## config.mk

```make
export PLATFORM = sky130hd
export DESIGN_NAME = ssp_slave
export DESIGN_NICKNAME = d
export VERILOG_FILES = /design/src/rtl/ssp_pkg.sv /design/src/rtl/ssp_slave.sv
export SDC_FILE = /design/constraint.sdc
export NUM_CORES = 1
export LEC_CHECK = 0
export ABC_AREA = 1
export BUFFER_PORTS_ARGS = -buffer_cell sky130_fd_sc_hd__buf_2
export CAP_MARGIN = 20
export CORE_MARGIN = 4
export CORE_UTILIZATION = 45
export DETAILED_ROUTE_END_ITERATION = 8
export GPL_TIMING_DRIVEN = 0
export RECOVER_POWER = 50
export REMOVE_ABC_BUFFERS = 1
export SLEW_MARGIN = 5
export SYNTH_ARGS = -nofsm -noshare
export SYNTH_HDL_FRONTEND = slang
export SYNTH_SLANG_ARGS = --single-unit
```

## constraint.sdc

```tcl
create_clock -name i_clock -period 1.84 [get_ports i_clock]
set_clock_uncertainty 0.2 [all_clocks]
set_input_delay 0.184 -clock i_clock [delete_from_list [all_inputs] [get_ports i_clock]]
set_output_delay 0.184 -clock i_clock [all_outputs]
set_load 0.03 [all_outputs]
```

## src/rtl/ssp_pkg.sv

```systemverilog
package ssp_pkg;
    // Register addresses (index values, byte units not used on this port)
    localparam logic [2:0] ADDR_RX_STATUS = 3'h0;
    localparam logic [2:0] ADDR_TX_BUFFER = 3'h1;
    localparam logic [2:0] ADDR_TX_STATUS = 3'h2;
    localparam logic [2:0] ADDR_BAUD_CTRL = 3'h3;
    localparam logic [2:0] ADDR_DIV_HIGH = 3'h4;
    localparam logic [2:0] ADDR_DIV_LOW = 3'h5;
    localparam logic [2:0] ADDR_RX_BUFFER = 3'h6;
    localparam logic [2:0] ADDR_IRQ_CTRL = 3'h7;
    // Receive status/control bits
    localparam int RS_PORT_EN = 7;
    localparam int RS_RX9_SEL = 6;
    localparam int RS_SINGLE_RX = 5;
    localparam int RS_CONT_RX = 4;
    localparam int RS_ADDR_DET = 3;
    localparam int RS_FRAME_ERR = 2;
    localparam int RS_OVERRUN = 1;
    localparam int RS_RX9_BIT = 0;
    // Transmit status/control bits
    localparam int TS_CLK_SRC = 7;
    localparam int TS_TX9_SEL = 6;
    localparam int TS_TX_EN = 5;
    localparam int TS_SYNC = 4;
    localparam int TS_BREAK = 3;
    localparam int TS_HIGH_RATE = 2;
    localparam int TS_SHIFT_EMPTY = 1;
    localparam int TS_TX9_BIT = 0;
    // Interrupt control bits (flags and enables)
    localparam int IC_GLOBAL_EN = 7;
    localparam int IC_PERIPH_EN = 6;
    localparam int IC_RX_IE = 5;
    localparam int IC_TX_IE = 4;
    localparam int IC_RX_FULL = 1;
    localparam int IC_TX_EMPTY = 0;
    // Reset values and word lengths
    localparam logic [7:0] RX_STATUS_RST = 8'h00;
    localparam logic [7:0] TX_STATUS_RST = 8'h02;
    localparam logic [7:0] IRQ_CTRL_RST = 8'h00;
    localparam logic [7:0] BAUD_RST = 8'h00;
    localparam logic [3:0] WORD_BITS_8 = 4'h8;
    localparam logic [3:0] WORD_BITS_9 = 4'h9;

    typedef struct packed {
        logic [2:0] addr;
        logic [7:0] wdata;
        logic wr;
        logic rd;
    } ssp_bus_req_t;

    typedef enum logic [1:0] {
        SSP_TX_IDLE = 2'b00,
        SSP_TX_SHIFT = 2'b01
    } ssp_tx_state_t;
endpackage : ssp_pkg

```

## src/rtl/ssp_slave.sv

```systemverilog
// Function
// Slave behaves like master except listed cases
// First buffered word moves to shifter immediately
// Second word waits; empty flag stays clear
// After shift-out, load second word, set flag
// Transmit empty interrupt wakes chip if enabled
// Software selects sync, port enable, external clock
// Software clears both receive enables first
// Nine-bit transmit sends selected ninth bit
// Transmit starts only on load while enabled
// Single receive enable ignored in slave mode
// Continuous receive works during sleep or idle
// Completed word moves into receive buffer
// Receive interrupt wakes chip if enabled
// Wake with global enable branches to vector
// Full flag set; interrupt only when enabled
// Ninth bit and errors shown in status
// Receive buffer read returns eight data bits
// Clearing continuous receive clears error
// Software sets global and peripheral enables
// Nine-bit receive captures nine bits
// Shift clock comes from external clock pin
// Read-only shift empty status bit
// Ninth bit captured with data byte
//
// Design decisions made here: the register addresses and the plain strobed port.
`timescale 1ns/1ps
module ssp_slave (
    input wire logic i_clock,
    input wire logic i_nrst,
    input wire logic i_ce,
    input wire ssp_pkg::ssp_bus_req_t i_bus,
    output logic [7:0] o_rdata,
    input wire logic i_serial_clock_pin,
    input wire logic i_data_pin,
    output logic o_data_pin,
    output logic o_data_oe,
    input wire logic i_low_power,
    output logic o_wake,
    output logic o_irq_vector
);
    import ssp_pkg::*;

    logic [7:0] rx_status_r;
    logic [7:0] tx_status_r;
    logic [7:0] irq_ctrl_r;
    logic [7:0] baud_r;
    logic [7:0] div_high_r;
    logic [7:0] div_low_r;
    logic [7:0] tx_buffer_reg_r;
    logic tx_buf_full_r;
    logic [8:0] tx_shift_reg_r;
    logic [3:0] tx_cnt_r;
    ssp_tx_state_t tx_state_r;
    logic [8:0] rx_shift_reg_r;
    logic [3:0] rx_cnt_r;
    logic [7:0] rx_buffer_reg_r;
    logic rx_full_r;
    logic [2:0] ck_sync_r;
    logic [1:0] dat_sync_r;

    // Link clock and data synchronisers
    always_ff @(posedge i_clock or negedge i_nrst) begin
        if (!i_nrst) begin
            ck_sync_r <= 3'h0;
            dat_sync_r <= 2'h0;
        end else if (i_ce) begin
            ck_sync_r <= {ck_sync_r[1:0], i_serial_clock_pin};
            dat_sync_r <= {dat_sync_r[0], i_data_pin};
        end
    end

    logic ck_rise;
    logic ck_fall;
    logic slave_on;
    logic rx_run;
    logic tx_run;
    logic [3:0] tx_bits;
    logic [3:0] rx_bits;
    logic wr_txbuf;
    logic rd_rxbuf;
    logic rx_done;
    logic tx_done;
    logic tx_load;
    logic [8:0] rx_word;

    // Word as it stands once the bit now sampled is added
    always_comb begin
        rx_word = rx_shift_reg_r;
        rx_word[rx_cnt_r] = dat_sync_r[1];
    end

    assign ck_rise = ck_sync_r[1] & ~ck_sync_r[2];
    assign ck_fall = ~ck_sync_r[1] & ck_sync_r[2];
    // External clock: clock source select clear
    assign slave_on = rx_status_r[RS_PORT_EN] & tx_status_r[TS_SYNC]
        & ~tx_status_r[TS_CLK_SRC];
    // Only continuous receive enable matters
    assign rx_run = slave_on & rx_status_r[RS_CONT_RX];
    assign tx_run = slave_on & tx_status_r[TS_TX_EN];
    assign tx_bits = tx_status_r[TS_TX9_SEL] ? WORD_BITS_9 : WORD_BITS_8;
    assign rx_bits = rx_status_r[RS_RX9_SEL] ? WORD_BITS_9 : WORD_BITS_8;
    assign wr_txbuf = i_bus.wr & (i_bus.addr == ADDR_TX_BUFFER);
    assign rd_rxbuf = i_bus.rd & (i_bus.addr == ADDR_RX_BUFFER);
    assign rx_done = rx_run & ck_fall & (rx_cnt_r == rx_bits - 4'h1);
    assign tx_done = (tx_state_r == SSP_TX_SHIFT) & ck_rise
        & (tx_cnt_r == tx_bits - 4'h1);
    // Buffered word enters the shifter when it is free
    assign tx_load = tx_run & tx_buf_full_r
        & ((tx_state_r == SSP_TX_IDLE) | tx_done);

    // Receive status/control register
    always_ff @(posedge i_clock or negedge i_nrst) begin
        if (!i_nrst) begin
            rx_status_r <= RX_STATUS_RST;
        end else if (i_ce) begin
            if (i_bus.wr && i_bus.addr == ADDR_RX_STATUS) begin
                rx_status_r[7:3] <= i_bus.wdata[7:3];
                if (!i_bus.wdata[RS_CONT_RX]) begin
                    rx_status_r[RS_OVERRUN] <= 1'b0;
                    rx_status_r[RS_FRAME_ERR] <= 1'b0;
                end
            end
            // Word completed while buffer still full
            if (rx_done && rx_full_r && !rd_rxbuf) begin
                rx_status_r[RS_OVERRUN] <= 1'b1;
            end
            if (rx_done && !(rx_full_r && !rd_rxbuf)) begin
                rx_status_r[RS_RX9_BIT] <= rx_status_r[RS_RX9_SEL]
                    & rx_word[8];
            end
        end
    end

    // Transmit status/control register
    always_ff @(posedge i_clock or negedge i_nrst) begin
        if (!i_nrst) begin
            tx_status_r <= TX_STATUS_RST;
        end else if (i_ce) begin
            if (i_bus.wr && i_bus.addr == ADDR_TX_STATUS) begin
                tx_status_r[7:2] <= i_bus.wdata[7:2];
                tx_status_r[TS_TX9_BIT] <= i_bus.wdata[TS_TX9_BIT];
            end
            // Shift empty is read-only, no interrupt
            if (tx_load) begin
                tx_status_r[TS_SHIFT_EMPTY] <= 1'b0;
            end else if (tx_done) begin
                tx_status_r[TS_SHIFT_EMPTY] <= 1'b1;
            end
        end
    end

    // Interrupt control: enables only; flags come from the buffer full bits
    always_ff @(posedge i_clock or negedge i_nrst) begin
        if (!i_nrst) begin
            irq_ctrl_r <= IRQ_CTRL_RST;
        end else if (i_ce) begin
            if (i_bus.wr && i_bus.addr == ADDR_IRQ_CTRL) begin
                irq_ctrl_r[7:4] <= i_bus.wdata[7:4];
            end
        end
    end

    // Spare registers kept for software
    always_ff @(posedge i_clock or negedge i_nrst) begin
        if (!i_nrst) begin
            baud_r <= BAUD_RST;
            div_high_r <= BAUD_RST;
            div_low_r <= BAUD_RST;
        end else if (i_ce && i_bus.wr) begin
            if (i_bus.addr == ADDR_BAUD_CTRL) begin
                baud_r <= i_bus.wdata;
            end
            if (i_bus.addr == ADDR_DIV_HIGH) begin
                div_high_r <= i_bus.wdata;
            end
            if (i_bus.addr == ADDR_DIV_LOW) begin
                div_low_r <= i_bus.wdata;
            end
        end
    end

    // Transmit buffer; empty flag is its inverse
    always_ff @(posedge i_clock or negedge i_nrst) begin
        if (!i_nrst) begin
            tx_buffer_reg_r <= 8'h00;
            tx_buf_full_r <= 1'b0;
        end else if (i_ce) begin
            if (wr_txbuf && tx_status_r[TS_TX_EN]) begin
                tx_buffer_reg_r <= i_bus.wdata;
                tx_buf_full_r <= 1'b1;
            end else if (tx_load) begin
                tx_buf_full_r <= 1'b0;
            end
        end
    end

    // Transmit shifter, changes data on rising edge
    always_ff @(posedge i_clock or negedge i_nrst) begin
        if (!i_nrst) begin
            tx_state_r <= SSP_TX_IDLE;
            tx_shift_reg_r <= 9'h000;
            tx_cnt_r <= 4'h0;
        end else if (i_ce) begin
            case (tx_state_r)
                SSP_TX_IDLE: begin
                    if (tx_load) begin
                        tx_shift_reg_r <= {tx_status_r[TS_TX9_BIT],
                            tx_buffer_reg_r};
                        tx_cnt_r <= 4'h0;
                        tx_state_r <= SSP_TX_SHIFT;
                    end
                end
                SSP_TX_SHIFT: begin
                    if (!tx_run) begin
                        tx_state_r <= SSP_TX_IDLE;
                    end else if (tx_load) begin
                        tx_shift_reg_r <= {tx_status_r[TS_TX9_BIT],
                            tx_buffer_reg_r};
                        tx_cnt_r <= 4'h0;
                    end else if (tx_done) begin
                        tx_state_r <= SSP_TX_IDLE;
                    end else if (ck_rise) begin
                        tx_shift_reg_r <= {1'b0, tx_shift_reg_r[8:1]};
                        tx_cnt_r <= tx_cnt_r + 4'h1;
                    end
                end
                default: begin
                    tx_state_r <= SSP_TX_IDLE;
                end
            endcase
        end
    end

    // Receive shifter samples on falling edge
    always_ff @(posedge i_clock or negedge i_nrst) begin
        if (!i_nrst) begin
            rx_shift_reg_r <= 9'h000;
            rx_cnt_r <= 4'h0;
        end else if (i_ce) begin
            if (!rx_run) begin
                rx_cnt_r <= 4'h0;
            end else if (ck_fall) begin
                rx_shift_reg_r[rx_cnt_r] <= dat_sync_r[1];
                rx_cnt_r <= rx_done ? 4'h0 : rx_cnt_r + 4'h1;
            end
        end
    end

    // Receive buffer and full flag; set wins over read
    always_ff @(posedge i_clock or negedge i_nrst) begin
        if (!i_nrst) begin
            rx_buffer_reg_r <= 8'h00;
            rx_full_r <= 1'b0;
        end else if (i_ce) begin
            if (rx_done && !(rx_full_r && !rd_rxbuf)) begin
                rx_buffer_reg_r <= rx_word[7:0];
                rx_full_r <= 1'b1;
            end else if (rd_rxbuf) begin
                rx_full_r <= 1'b0;
            end
        end
    end

    // Read data, one cycle after strobe
    always_ff @(posedge i_clock or negedge i_nrst) begin
        if (!i_nrst) begin
            o_rdata <= 8'h00;
        end else if (i_ce) begin
            o_rdata <= 8'h00;
            if (i_bus.rd) begin
                case (i_bus.addr)
                    ADDR_RX_STATUS: o_rdata <= rx_status_r;
                    ADDR_TX_STATUS: o_rdata <= tx_status_r;
                    ADDR_BAUD_CTRL: o_rdata <= baud_r;
                    ADDR_DIV_HIGH: o_rdata <= div_high_r;
                    ADDR_DIV_LOW: o_rdata <= div_low_r;
                    ADDR_RX_BUFFER: o_rdata <= rx_buffer_reg_r;
                    ADDR_IRQ_CTRL: o_rdata <= {irq_ctrl_r[7:4], 2'b00,
                        rx_full_r, ~tx_buf_full_r};
                    default: o_rdata <= 8'h00;
                endcase
            end
        end
    end

    logic tx_irq;
    logic rx_irq;
    assign tx_irq = irq_ctrl_r[IC_TX_IE] & ~tx_buf_full_r;
    assign rx_irq = irq_ctrl_r[IC_RX_IE] & rx_full_r;

    // Pins, wake and vector request
    always_ff @(posedge i_clock or negedge i_nrst) begin
        if (!i_nrst) begin
            o_data_pin <= 1'b0;
            o_data_oe <= 1'b0;
            o_wake <= 1'b0;
            o_irq_vector <= 1'b0;
        end else if (i_ce) begin
            o_data_pin <= tx_shift_reg_r[0];
            o_data_oe <= tx_state_r == SSP_TX_SHIFT;
            o_wake <= i_low_power & (tx_irq | rx_irq);
            o_irq_vector <= (tx_irq | rx_irq) & irq_ctrl_r[IC_GLOBAL_EN]
                & irq_ctrl_r[IC_PERIPH_EN];
        end
    end
endmodule : ssp_slave

```

==> results of run 1 <==
==> layout by cell type (no fill, tap or decap), types with 2 or more instances in the layout <==
cell / instances
a22oi_1: 2
nand3_1: 33
dlygate4sd3_1: 13
nand3_4: 3
nor3_1: 4
o31ai_1: 2
buf_2: 16
o22ai_1: 3
inv_1: 68
o21ai_0: 79
o21ai_1: 3
xor2_1: 4
clkbuf_8: 10
dfrtp_1: 103
buf_4: 5
nand2_1: 177
nand3_2: 5
nand2_2: 9
clkinv_2: 2
clkbuf_1: 16
a21oi_1: 15
ha_1: 4
nand2_4: 3
a31oi_1: 5
inv_2: 7
nor2_2: 4
o211ai_1: 3
nor2_1: 19
nand4_1: 2
o21ai_2: 8
==> cells by family after synthesis <==
kind of cell,count (synthesis)
AOI/OAI and AO/OA,125
and+or+nand+nor,261
buffers and inverters,89
xor gates and xnor gates,4
DFF,105
adders and majority gates,5
==> timing repair <==
item                                    in CTS  in global routing
hold endpoints to repair                    97                  0
pin swaps                                    0                  4
setup buffers                                2                  3
hold buffers                                13                  0
resized for setup                            3                 14
gates cloned                                 0                  2
endpoints found under the setup margin      26                 34
==> final cells by class <==
| class | instances | share of cell area [%] |
|---|---|---|
| flip-flops and latches | 105 | 47.0 |
| well taps | 136 | 3.04 |
| clock buffers | 13 | 2.66 |
| repair buffers | 49 | 5.63 |
| clock inverters | 3 | 0.715 |
| inverters | 76 | 5.10 |
| multi-input cells | 397 | 35.8 |
==> sequential cells by signal, summed over array words and instances (netlist names), 7 cells and up <==
signal / flops
rx_status_r: 7
baud_r: 8
tx_buffer_reg_r: 8
div_low_r: 8
rx_buffer_reg_r: 8
rx_shift_reg_r: 9
div_high_r: 8
tx_status_r: 8
tx_shift_reg_r: 9
o_rdata: 8
==> worst max-delay path, delay by kind of cell, from the launching register on <==
family	cells	cell delay (ns)
AOI/OAI and AO/OA	1	0.05
buffers and inverters	1	0.10
DFF	1	0.44
and+or+nand+nor	5	0.83
==> power breakdown <==
group,total (mW),leakage [nW],switching (mW),internal (mW)
Sequential,2.74,1.36,0.155,2.59
Combinational,0.692,1.29,0.462,0.230
Clock,1.44,0.0974,0.774,0.665
Total,4.87,2.75,1.39,3.48
==> stage by stage <==
step | instances | hold WS (ns) | setup WS (ns)
after CTS | 774 | 0.0144 | 0.0118
after detailed placement | 743 | 0.106 | -0.225
after global placement | 742 | 0.189 | -0.821
final | 779 | 0.0212 | 0.118
after floorplan | 576 | -0.312 | 0.162
after global routing | 779 | 0.0409 | -0.0284
==> worst paths after layout <==
kind                                          from  cells past startpoint  slack [ns]                             end
hold reg to reg              o_data_oe$_DFFE_PN0P_                      2        0.28           o_data_oe$_DFFE_PN0P_
min in group asynchronous                   i_nrst                      2        0.24   tx_shift_reg_r[4]$_DFFE_PN0P_
max in group asynchronous                   i_nrst                      3        0.25      tx_status_r[1]$_DFFE_PN1P_
hold / removal                                i_ce                      3        0.02        ck_sync_r[0]$_DFFE_PN0P_
setup reg to reg           rx_cnt_r[0]$_DFFE_PN0P_                      7        0.12  rx_buffer_reg_r[2]$_DFFE_PN0P_
setup / recovery           rx_cnt_r[0]$_DFFE_PN0P_                      7        0.12  rx_buffer_reg_r[2]$_DFFE_PN0P_
==> per-layer routing <==
metal  global-route usage, %  routed length, microns  vias up
met5                       0                       0        -
met4                    4.89                     164        0
met3                    5.51                     531       12
met2                    29.5                    5340       74
met1                    26.6                    5620     1907
li1                        -                       -     2002
==> run_summary.xml, run 1 <==
<?xml version="1.0" encoding="UTF-8"?>
<metrics>
  <group name="yosys">
    <metric name="synth_most_common_cell" unit="">nand2_1</metric>
    <metric name="area_fraction_in_and_or_nand_and_nor_cells_after_synthesis" unit="%">23.0</metric>
    <metric name="post_synth_num_cell_types" unit="">37</metric>
    <metric name="post_synth_most_frequent_cells" unit="">nand2_1, dfrtp_1, o21ai_0, inv_1, nand3_1</metric>
    <metric name="ys_dominant_reg_cell" unit="">dfrtp_1</metric>
    <metric name="synth_edf_count" unit="">0</metric>
    <metric name="number_of_register_bits_inferred_by_synthesis" unit="">105</metric>
    <metric name="netlist_top_cells_area" unit="">dfrtp_1, nand2_1, o21ai_0</metric>
    <metric name="yosysTopAreaCell" unit="">dfrtp_1</metric>
    <metric name="synthAdderAreaFrac" unit="%">1.27</metric>
    <metric name="synth_top_area_share" unit="%">52.8</metric>
    <metric name="seq_area_frac_synth" unit="%">53.3</metric>
    <metric name="synthXorXnorAreaFrac" unit="%">0.710</metric>
    <metric name="synth_async_sr_flop_share" unit="%">100</metric>
    <metric name="synth_area" unit="sq mm">0.00493</metric>
    <metric name="synth_top_family_by_area" unit="">simple AND/OR/NAND/NOR gates</metric>
    <metric name="synth.mux.area_fraction" unit="%">0</metric>
    <metric name="postSynthCellCount" unit="">589</metric>
    <metric name="synth-warning-count" unit="">0</metric>
    <metric name="synth_compound_area_share" unit="%">14.3</metric>
    <metric name="syn-mean-instance-area" unit="sq um">8.38</metric>
  </group>
  <group name="route">
    <metric name="routed-via-count" unit="">3995</metric>
    <metric name="routed_via_density" unit="">5.13</metric>
    <metric name="wire_per_inst" unit="microns">15.0</metric>
    <metric name="drt_wl_total" unit="mm">11.7</metric>
    <metric name="drt_iter0_drc" unit="">293</metric>
    <metric name="ant_nets" unit="">0</metric>
    <metric name="post-route-drc-count" unit="">0</metric>
    <metric name="first_pass_iters" unit="">5</metric>
  </group>
  <group name="hold_path">
    <metric name="hold_path.class" unit="">in2reg</metric>
  </group>
  <group name="worst_setup_path">
    <metric name="worstPathArrival" unit="ns">1.81</metric>
    <metric name="startpoint_type" unit="">register</metric>
    <metric name="max_stage_delay" unit="ns">0.44</metric>
    <metric name="sort_of_element_at_the_end_of_the_critical_path" unit="">register</metric>
    <metric name="timing.critical_path.slowest_stage_cell" unit="">dfrtp_1</metric>
    <metric name="timing.setup.critical_path_class" unit="">reg2reg</metric>
    <metric name="timing.critical_path.fanout_max" unit="">9</metric>
    <metric name="critical_path_cell_by_cell" unit="">inv_2, nor3_4, nand3_2, nand2_1, nand3_4, nand2_1, o21ai_2</metric>
    <metric name="worst-endpoint-required" unit="ns">1.92</metric>
    <metric name="critical-path-top-cell-by-count" unit="">nand2_1</metric>
  </group>
  <group name="sta">
    <metric name="tightest_slew" unit="ns">0.794</metric>
    <metric name="final-max-slew-violation-count" unit="">0</metric>
    <metric name="period_share" unit="%">93.6</metric>
    <metric name="hold_viol_final" unit="">0</metric>
    <metric name="finalSetupViolations" unit="">0</metric>
    <metric name="min_period" unit="ns">1.72</metric>
    <metric name="timing.max_slew.rel_slack" unit="%">47.1</metric>
    <metric name="fmaxAchievable" unit="GHz">0.581</metric>
    <metric name="finalSetupTns" unit="ns">0</metric>
  </group>
  <group name="cts">
    <metric name="cts_inserted_buffers" unit="">9</metric>
    <metric name="tritoncts" unit="">yes</metric>
    <metric name="ctsLongestPathBuffers" unit="">2</metric>
    <metric name="worst_skew_late_latency" unit="ns">0.39</metric>
    <metric name="htreeDepth" unit="">3</metric>
    <metric name="cts.sink_count" unit="">105</metric>
    <metric name="clock_tree.root_cell" unit="">clkbuf_8</metric>
    <metric name="cts.reportedPaths.clkPinSlew" unit="ns">0.09</metric>
  </group>
  <group name="place">
    <metric name="place.gp.congestion" unit="">0.870</metric>
    <metric name="io_buffers" unit="">30</metric>
    <metric name="place.detailed.hpwl" unit="mm">8.07</metric>
    <metric name="dpl_cell_area" unit="sq mm">0.00520</metric>
  </group>
  <group name="grt">
    <metric name="gr-usage-all-layers" unit="%">19.1</metric>
    <metric name="antenna_violations_before_repair" unit="">0</metric>
    <metric name="grt_first_pass_wirelength" unit="mm">19.2</metric>
    <metric name="via_count_of_the_first_global_routing_pass" unit="">3815</metric>
    <metric name="grt_overflow" unit="">0</metric>
    <metric name="grt_max_degree" unit="">57</metric>
  </group>
  <group name="power">
    <metric name="leakage_power" unit="nW">2.75</metric>
    <metric name="ir_drop" unit="mV">0.797</metric>
    <metric name="power.density_cell_area" unit="mW/mm^2">870</metric>
    <metric name="total_power" unit="mW">4.87</metric>
  </group>
  <group name="layout">
    <metric name="layout-drive-gt1-share" unit="%">12.8</metric>
    <metric name="antenna-diode-count" unit="">0</metric>
    <metric name="sequential_cell_area" unit="sq mm">0.00263</metric>
    <metric name="layout.cell_area.non_filler" unit="sq mm">0.00560</metric>
    <metric name="post-route-util" unit="%">53.3</metric>
    <metric name="nNetsFinal" unit="">662</metric>
    <metric name="multiInputGateArea" unit="sq mm">0.00201</metric>
    <metric name="area_growth" unit="%">13.5</metric>
    <metric name="fillerInstances" unit="">1003</metric>
  </group>
  <group name="floorplan">
    <metric name="die_x" unit="microns">113</metric>
    <metric name="core_region_area" unit="sq mm">0.0105</metric>
    <metric name="initial_utilization" unit="%">46.9</metric>
    <metric name="ios" unit="">31</metric>
    <metric name="rows" unit="">37</metric>
    <metric name="die_area" unit="sq mm">0.0127</metric>
    <metric name="die_height" unit="microns">113</metric>
  </group>
  <group name="run_status">
    <metric name="result_of_the_run" unit="">complete, no violations</metric>
  </group>
  <group name="flow_run">
    <metric name="max_cap_viols" unit="">0</metric>
  </group>
</metrics>
Note: power is estimated with default switching activity, not from simulation.
==> run 2: changes to the inputs <==
--- a/config.mk
+++ b/config.mk
@@ -9,7 +9,7 @@
 export BUFFER_PORTS_ARGS = -buffer_cell sky130_fd_sc_hd__buf_2
 export CAP_MARGIN = 20
 export CORE_MARGIN = 4
-export CORE_UTILIZATION = 45
+export CORE_UTILIZATION = 32
 export DETAILED_ROUTE_END_ITERATION = 8
 export GPL_TIMING_DRIVEN = 0
 export RECOVER_POWER = 50
==> run 2 against run 1 <==
Against the previous run: highest routed layer unchanged; core utilization shrank 15 points; count of clock-buffer cells in the layout fell by 2; via count up 3.3%; sequential power about the same; clock power rose by 34%; non-clock buffer count down 1; die area rose by 38%; critical path depth rose by 1; worst setup slack is essentially flat; first-iteration DRC count increased by 24%; fmax about the same.
==> run_summary.xml, run 2 (synthesis gave the netlist of run 1 again) <==
<?xml version="1.0" encoding="UTF-8"?>
<metrics>
  <group name="route">
    <metric name="drt_iter0_drc" unit="">364</metric>
    <metric name="drt_wl_total" unit="mm">12.2</metric>
    <metric name="routed-via-count" unit="">4128</metric>
    <metric name="ant_nets" unit="">0</metric>
    <metric name="post-route-drc-count" unit="">0</metric>
    <metric name="wire_per_inst" unit="microns">14.7</metric>
    <metric name="routed_via_density" unit="">4.97</metric>
    <metric name="first_pass_iters" unit="">5</metric>
  </group>
  <group name="grt">
    <metric name="grt_first_pass_wirelength" unit="mm">19.9</metric>
    <metric name="grt_max_degree" unit="">59</metric>
    <metric name="gr-usage-all-layers" unit="%">14.0</metric>
    <metric name="grt_overflow" unit="">0</metric>
    <metric name="via_count_of_the_first_global_routing_pass" unit="">3932</metric>
    <metric name="antenna_violations_before_repair" unit="">0</metric>
  </group>
  <group name="sta">
    <metric name="period_share" unit="%">93.6</metric>
    <metric name="fin_ws" unit="ns">0.118</metric>
    <metric name="fmaxAchievable" unit="GHz">0.581</metric>
    <metric name="timing.max_slew.rel_slack" unit="%">58.8</metric>
    <metric name="min_period" unit="ns">1.72</metric>
    <metric name="hold_viol_final" unit="">0</metric>
    <metric name="final-max-slew-violation-count" unit="">0</metric>
    <metric name="finalSetupTns" unit="ns">0</metric>
    <metric name="tightest_slew" unit="ns">0.618</metric>
    <metric name="finalSetupViolations" unit="">0</metric>
  </group>
  <group name="place">
    <metric name="io_buffers" unit="">30</metric>
    <metric name="place.gp.congestion" unit="">0.857</metric>
    <metric name="dpl_worst_slack" unit="ns">-0.147</metric>
    <metric name="place.detailed.hpwl" unit="mm">8.42</metric>
  </group>
  <group name="layout">
    <metric name="most_frequent_standard_cell_in_the_layout_excluding_fill_and_tap_cells" unit="">nand2_1</metric>
    <metric name="area_growth" unit="%">17.2</metric>
    <metric name="antenna-diode-count" unit="">0</metric>
    <metric name="layout_common_cells" unit="">nand2_1, dfrtp_1, o21ai_0, inv_1, nand3_1</metric>
    <metric name="nNetsFinal" unit="">662</metric>
    <metric name="layout-drive-gt1-share" unit="%">13.8</metric>
    <metric name="largest_registers" unit="">rx_shift_reg_r: 9 flops, tx_shift_reg_r: 9 flops</metric>
    <metric name="fillerInstances" unit="">1559</metric>
  </group>
  <group name="worst_setup_path">
    <metric name="sort_of_element_at_the_end_of_the_critical_path" unit="">register</metric>
    <metric name="source_of_the_critical_timing_path" unit="">tx_status_r[7]$_DFFE_PN0P_</metric>
    <metric name="timing.setup.critical_path_class" unit="">reg2reg</metric>
    <metric name="timing.rr.end" unit="">tx_cnt_r[1]$_DFFE_PN0P_</metric>
    <metric name="worst_r2r_startpoint" unit="">tx_status_r[7]$_DFFE_PN0P_</metric>
    <metric name="startpoint_type" unit="">register</metric>
    <metric name="rr_worst_depth" unit="">8</metric>
    <metric name="timing.critical_path.fanout_max" unit="">3</metric>
    <metric name="worst-endpoint-required" unit="ns">1.90</metric>
    <metric name="r2r_setup_slack" unit="ns">0.12</metric>
    <metric name="worstPathArrival" unit="ns">1.79</metric>
    <metric name="timing.critical_path.to" unit="">tx_cnt_r[1]$_DFFE_PN0P_</metric>
  </group>
  <group name="power">
    <metric name="power.density_cell_area" unit="mW/mm^2">930</metric>
    <metric name="leakage_power" unit="nW">2.79</metric>
    <metric name="ir_drop" unit="mV">0.463</metric>
  </group>
  <group name="cts">
    <metric name="tritoncts" unit="">yes</metric>
    <metric name="worst_skew_late_latency" unit="ns">0.35</metric>
    <metric name="htreeDepth" unit="">3</metric>
    <metric name="cts.reportedPaths.clkPinSlew" unit="ns">0.07</metric>
    <metric name="cts.sink_count" unit="">105</metric>
    <metric name="cts_inserted_buffers" unit="">9</metric>
    <metric name="clock_tree.root_cell" unit="">clkbuf_16</metric>
    <metric name="ctsLongestPathBuffers" unit="">2</metric>
  </group>
  <group name="flow_run">
    <metric name="max_cap_viols" unit="">0</metric>
  </group>
  <group name="floorplan">
    <metric name="ios" unit="">31</metric>
    <metric name="initial_utilization" unit="%">32.6</metric>
    <metric name="rows" unit="">45</metric>
    <metric name="die_height" unit="microns">132</metric>
    <metric name="die_area" unit="sq mm">0.0175</metric>
    <metric name="die_x" unit="microns">132</metric>
    <metric name="core_region_area" unit="sq mm">0.0151</metric>
  </group>
  <group name="run_status">
    <metric name="result_of_the_run" unit="">complete, no violations</metric>
  </group>
  <group name="hold_path">
    <metric name="hold_path.class" unit="">in2reg</metric>
    <metric name="worst_hold_path.num_cells" unit="">3</metric>
  </group>
</metrics>
## run 2: where the power goes
part / switching [mW] / internal (mW) / total [mW]
clock network: 0.844 / 1.09 / 1.93
registers: 0.161 / 2.59 / 2.75
logic: 0.468 / 0.229 / 0.697
## run 2: worst min-delay path by stage
stage	slack (ns)	startpoint	end
global route	0.05	i_bus[0]	o_rdata[0]$_DFFE_PN0P_
finish	0.04	i_bus[0]	o_rdata[0]$_DFFE_PN0P_
global placement	0.19	i_data_pin	dat_sync_r[0]$_DFFE_PN0P_
CTS	0.02	i_bus[0]	o_rdata[0]$_DFFE_PN0P_
floorplan	-0.31	i_nrst	baud_r[0]$_DFFE_PN0P_
detailed placement	0.06	i_nrst	o_data_oe$_DFFE_PN0P_
## run 2: final cells by class
cell class | instances | area, sq um | share of cell area [%]
clock buffer | 11 | 243 | 4.20
clock inverter | 5 | 55.1 | 0.952
inverter | 76 | 285 | 4.93
multi-input combinational | 398 | 2030 | 35.0
sequential | 105 | 2630 | 45.5
tap | 188 | 235 | 4.07
timing repair buffer | 48 | 305 | 5.28
## run 2: what timing repair did
item                                   4_1_cts  5_1_grt
setup endpoints to repair                   24       25
hold buffers                                12        0
gates resized for setup                      2       18
gates cloned                                 0        3
pin swaps                                    0        1
endpoints found under the hold margin       63        0
setup buffers                                2        3
## run 2: worst max-delay path, cell delays in order (launching register included)
cell and delay, ns:
dfrtp_1 0.40, inv_1 0.08, nand3_2 0.10, nor2_2 0.14, inv_1 0.12, nor2_2 0.13, nand3_2 0.15, buf_4 0.17
o22ai_1 0.15
## run 2: per-layer routing
layer  vias to the layer above  wire, microns  track usage [%]
met5                         -              0                0
met4                         0            234             4.26
met3                        15            579             3.85
met2                        92           5710             22.1
met1                      2020           5680             18.9
li1                       2001              -                -
## run 2: per-stage QoR
step | utilization [%] | cells | instance area [sq um] | total power [mW] | hold WS [ns]
after global routing | 38.2 | 831 | 5780 | 5.69 | 0.0545
after floorplan | - | 576 | 4850 | 3.18 | -0.312
after global placement | 34.6 | 794 | 5240 | 3.43 | 0.189
final | 38.2 | 831 | 5780 | 5.38 | 0.0359
after detailed placement | 34.8 | 795 | 5270 | 3.46 | 0.0588
after CTS | 37.7 | 825 | 5710 | 5.44 | 0.0220
==> run 3: changes to the inputs <==
--- a/config.mk
+++ b/config.mk
@@ -8,6 +8,7 @@
 export ABC_AREA = 1
 export BUFFER_PORTS_ARGS = -buffer_cell sky130_fd_sc_hd__buf_2
 export CAP_MARGIN = 20
+export CORE_ASPECT_RATIO = 1.1
 export CORE_MARGIN = 4
 export CORE_UTILIZATION = 32
 export DETAILED_ROUTE_END_ITERATION = 8
==> run 3 against run 2 <==
Against the previous run: combinational power fell by 2%; largest cell class unchanged; hold slack worse by 0.048 ns; worst setup slack worse by 0.036 ns; critical path depth fell by 1; sequential power is essentially flat; register-to-register slack lost 0.04 ns; sequential share of layout area increased by 0.65 points; the flow now finishes with violations (negative hold slack); global-route usage fell by 0.14 points.
==> run_summary.xml, run 3 (synthesis gave the netlist of run 1 again) <==
<?xml version="1.0" encoding="UTF-8"?>
<metrics>
  <group name="run_status">
    <metric name="result_of_the_run" unit="">complete, but fails checks</metric>
    <metric name="violations" unit="">negative hold slack</metric>
  </group>
  <group name="hold_path">
    <metric name="holdPathEnd" unit="">div_low_r[2]$_DFFE_PN0P_</metric>
    <metric name="worst_hold_path.num_cells" unit="">3</metric>
    <metric name="worstHoldStart" unit="">i_bus[4]</metric>
    <metric name="hold_path.class" unit="">in2reg</metric>
  </group>
  <group name="route">
    <metric name="wire_per_inst" unit="microns">14.5</metric>
    <metric name="drt_wl_total" unit="mm">12.1</metric>
    <metric name="routed_via_density" unit="">4.87</metric>
    <metric name="post-route-drc-count" unit="">0</metric>
    <metric name="ant_nets" unit="">0</metric>
    <metric name="routed-via-count" unit="">4056</metric>
    <metric name="first_pass_iters" unit="">5</metric>
    <metric name="drt_iter0_drc" unit="">309</metric>
  </group>
  <group name="layout">
    <metric name="nNetsFinal" unit="">657</metric>
    <metric name="most_frequent_standard_cell_in_the_layout_excluding_fill_and_tap_cells" unit="">nand2_1</metric>
    <metric name="layout.cell_area.non_filler" unit="sq mm">0.00570</metric>
    <metric name="post-route-util" unit="%">37.7</metric>
    <metric name="fillerInstances" unit="">1550</metric>
    <metric name="layout-drive-gt1-share" unit="%">12.2</metric>
    <metric name="sequential_cell_area" unit="sq mm">0.00263</metric>
    <metric name="largest_registers" unit="">rx_shift_reg_r: 9 flops, tx_shift_reg_r: 9 flops</metric>
    <metric name="layout_common_cells" unit="">nand2_1, dfrtp_1, o21ai_0, inv_1, nand3_1</metric>
    <metric name="area_growth" unit="%">15.6</metric>
    <metric name="antenna-diode-count" unit="">0</metric>
    <metric name="multiInputGateArea" unit="sq mm">0.00199</metric>
  </group>
  <group name="worst_setup_path">
    <metric name="rr_worst_depth" unit="">7</metric>
    <metric name="timing.critical_path.fanout_max" unit="">9</metric>
    <metric name="source_of_the_critical_timing_path" unit="">rx_cnt_r[0]$_DFFE_PN0P_</metric>
    <metric name="startpoint_type" unit="">register</metric>
    <metric name="timing.rr.end" unit="">rx_buffer_reg_r[0]$_DFFE_PN0P_</metric>
    <metric name="worstPathArrival" unit="ns">1.79</metric>
    <metric name="r2r_setup_slack" unit="ns">0.08</metric>
    <metric name="worst_r2r_startpoint" unit="">rx_cnt_r[0]$_DFFE_PN0P_</metric>
    <metric name="timing.setup.critical_path_class" unit="">reg2reg</metric>
    <metric name="worst-endpoint-required" unit="ns">1.87</metric>
    <metric name="sort_of_element_at_the_end_of_the_critical_path" unit="">register</metric>
  </group>
  <group name="sta">
    <metric name="final-max-slew-violation-count" unit="">0</metric>
    <metric name="timing.max_slew.rel_slack" unit="%">54.3</metric>
    <metric name="fmaxAchievable" unit="GHz">0.569</metric>
    <metric name="tightest_slew" unit="ns">0.684</metric>
    <metric name="hold_viol_final" unit="">1</metric>
    <metric name="period_share" unit="%">95.6</metric>
    <metric name="finalSetupViolations" unit="">0</metric>
    <metric name="final.hold.worst_slack" unit="ns">-0.0117</metric>
    <metric name="min_period" unit="ns">1.76</metric>
  </group>
  <group name="floorplan">
    <metric name="ios" unit="">31</metric>
    <metric name="die_area" unit="sq mm">0.0175</metric>
    <metric name="die_x" unit="microns">126</metric>
    <metric name="die_height" unit="microns">138</metric>
    <metric name="rows" unit="">47</metric>
    <metric name="initial_utilization" unit="%">32.6</metric>
    <metric name="core_region_area" unit="sq mm">0.0151</metric>
  </group>
  <group name="place">
    <metric name="place.detailed.hpwl" unit="mm">8.56</metric>
    <metric name="io_buffers" unit="">30</metric>
    <metric name="place.gp.congestion" unit="">0.792</metric>
    <metric name="dpl_cell_area" unit="sq mm">0.00528</metric>
  </group>
  <group name="grt">
    <metric name="grt_overflow" unit="">0</metric>
    <metric name="antenna_violations_before_repair" unit="">0</metric>
    <metric name="gr-usage-all-layers" unit="%">13.9</metric>
    <metric name="via_count_of_the_first_global_routing_pass" unit="">3892</metric>
    <metric name="grt_first_pass_wirelength" unit="mm">19.7</metric>
    <metric name="grt_max_degree" unit="">57</metric>
  </group>
  <group name="cts">
    <metric name="clock_tree.root_cell" unit="">clkbuf_16</metric>
    <metric name="tritoncts" unit="">yes</metric>
    <metric name="htreeDepth" unit="">3</metric>
    <metric name="cts_inserted_buffers" unit="">9</metric>
    <metric name="cts.reportedPaths.clkPinSlew" unit="ns">0.07</metric>
    <metric name="ctsLongestPathBuffers" unit="">2</metric>
    <metric name="cts.sink_count" unit="">105</metric>
    <metric name="worst_skew_late_latency" unit="ns">0.35</metric>
  </group>
  <group name="power">
    <metric name="internal" unit="mW">3.75</metric>
    <metric name="net-switching-power" unit="mW">1.44</metric>
    <metric name="ir_drop" unit="mV">0.476</metric>
    <metric name="sequentialPowerShare" unit="%">53.1</metric>
    <metric name="power.share.combinational" unit="%">13.2</metric>
    <metric name="power.share.switching" unit="%">27.7</metric>
    <metric name="p_clk_share" unit="%">33.7</metric>
    <metric name="leakage_power" unit="nW">2.76</metric>
    <metric name="power.density_cell_area" unit="mW/mm^2">910</metric>
  </group>
  <group name="flow_run">
    <metric name="max_cap_viols" unit="">0</metric>
  </group>
</metrics>
run 3: worst max-delay path by stage:
stage,end,slack (ns),cells after the start
after floorplan,rx_buffer_reg_r[0]$_DFFE_PN0P_,0.16,8
after global placement,div_low_r[2]$_DFFE_PN0P_,-0.79,1
after detailed placement,rx_buffer_reg_r[7]$_DFFE_PN0P_,-0.16,6
after CTS,tx_shift_reg_r[2]$_DFFE_PN0P_,0.03,9
after global routing,rx_status_r[0]$_DFFE_PN0P_,-0.002,6
final,rx_buffer_reg_r[0]$_DFFE_PN0P_,0.08,7
run 3: per-stage QoR:
stage          total power [mW]  hold slack (ns)  worst slack [ns]  setup TNS [ns]  cells
6_report                   5.19          -0.0117            0.0817               0    833
5_1_grt                    5.47           0.0382          -0.00223        -0.00553    833
4_1_cts                    5.25          0.00302            0.0271               0    831
3_5_place_dp               3.46           0.0581            -0.163           -2.52    803
3_3_place_gp               3.43            0.193            -0.786          -83.56    802
2_1_floorplan              3.18           -0.312             0.162               0    576
run 3: routing by layer:
| layer | part of all wire (%) | global-route usage [%] | wire length [microns] |
|---|---|---|---|
| met5 | 0 | 0 | 0 |
| met4 | 1.9 | 5.08 | 227 |
| met3 | 4.8 | 2.47 | 584 |
| met2 | 46 | 21.4 | 5530 |
| met1 | 47 | 19.5 | 5710 |
run 3: critical path, cell delays in order (launching register included):
cell and delay [ns]:
dfrtp_1 0.43, inv_2 0.10, nor3_4 0.22, nand3_2 0.08, nand2_1 0.26, nand3_4 0.19, nand2_1 0.11, o21ai_2 0.05
run 3: layout make-up:
class / count / share of cell area [%]
sequential: 105 / 46.2
timing repair buffer: 45 / 5.09
clock buffer: 11 / 4.26
multi-input combinational: 396 / 34.8
clock inverter: 4 / 0.351
inverter: 76 / 5.00
tap: 196 / 4.30
run 3: power by group through the flow:
stage | Sequential, mW | Combinational, mW | Clock [mW]
after global routing | 2.78 | 0.790 | 1.89
after global placement | 2.78 | 0.646 | 0
after floorplan | 2.80 | 0.383 | 0
after detailed placement | 2.79 | 0.674 | 0
after CTS | 2.75 | 0.696 | 1.80
final | 2.76 | 0.686 | 1.75
run 3: timing repair:
action                                  in CTS  in global routing
endpoints found under the setup margin      24                 31
setup buffers                                3                  1
cloned                                       0                  1
pin swaps                                    0                  2
hold buffers                                10                  0
hold endpoints to repair                    64                  0
resized for setup                            2                 12
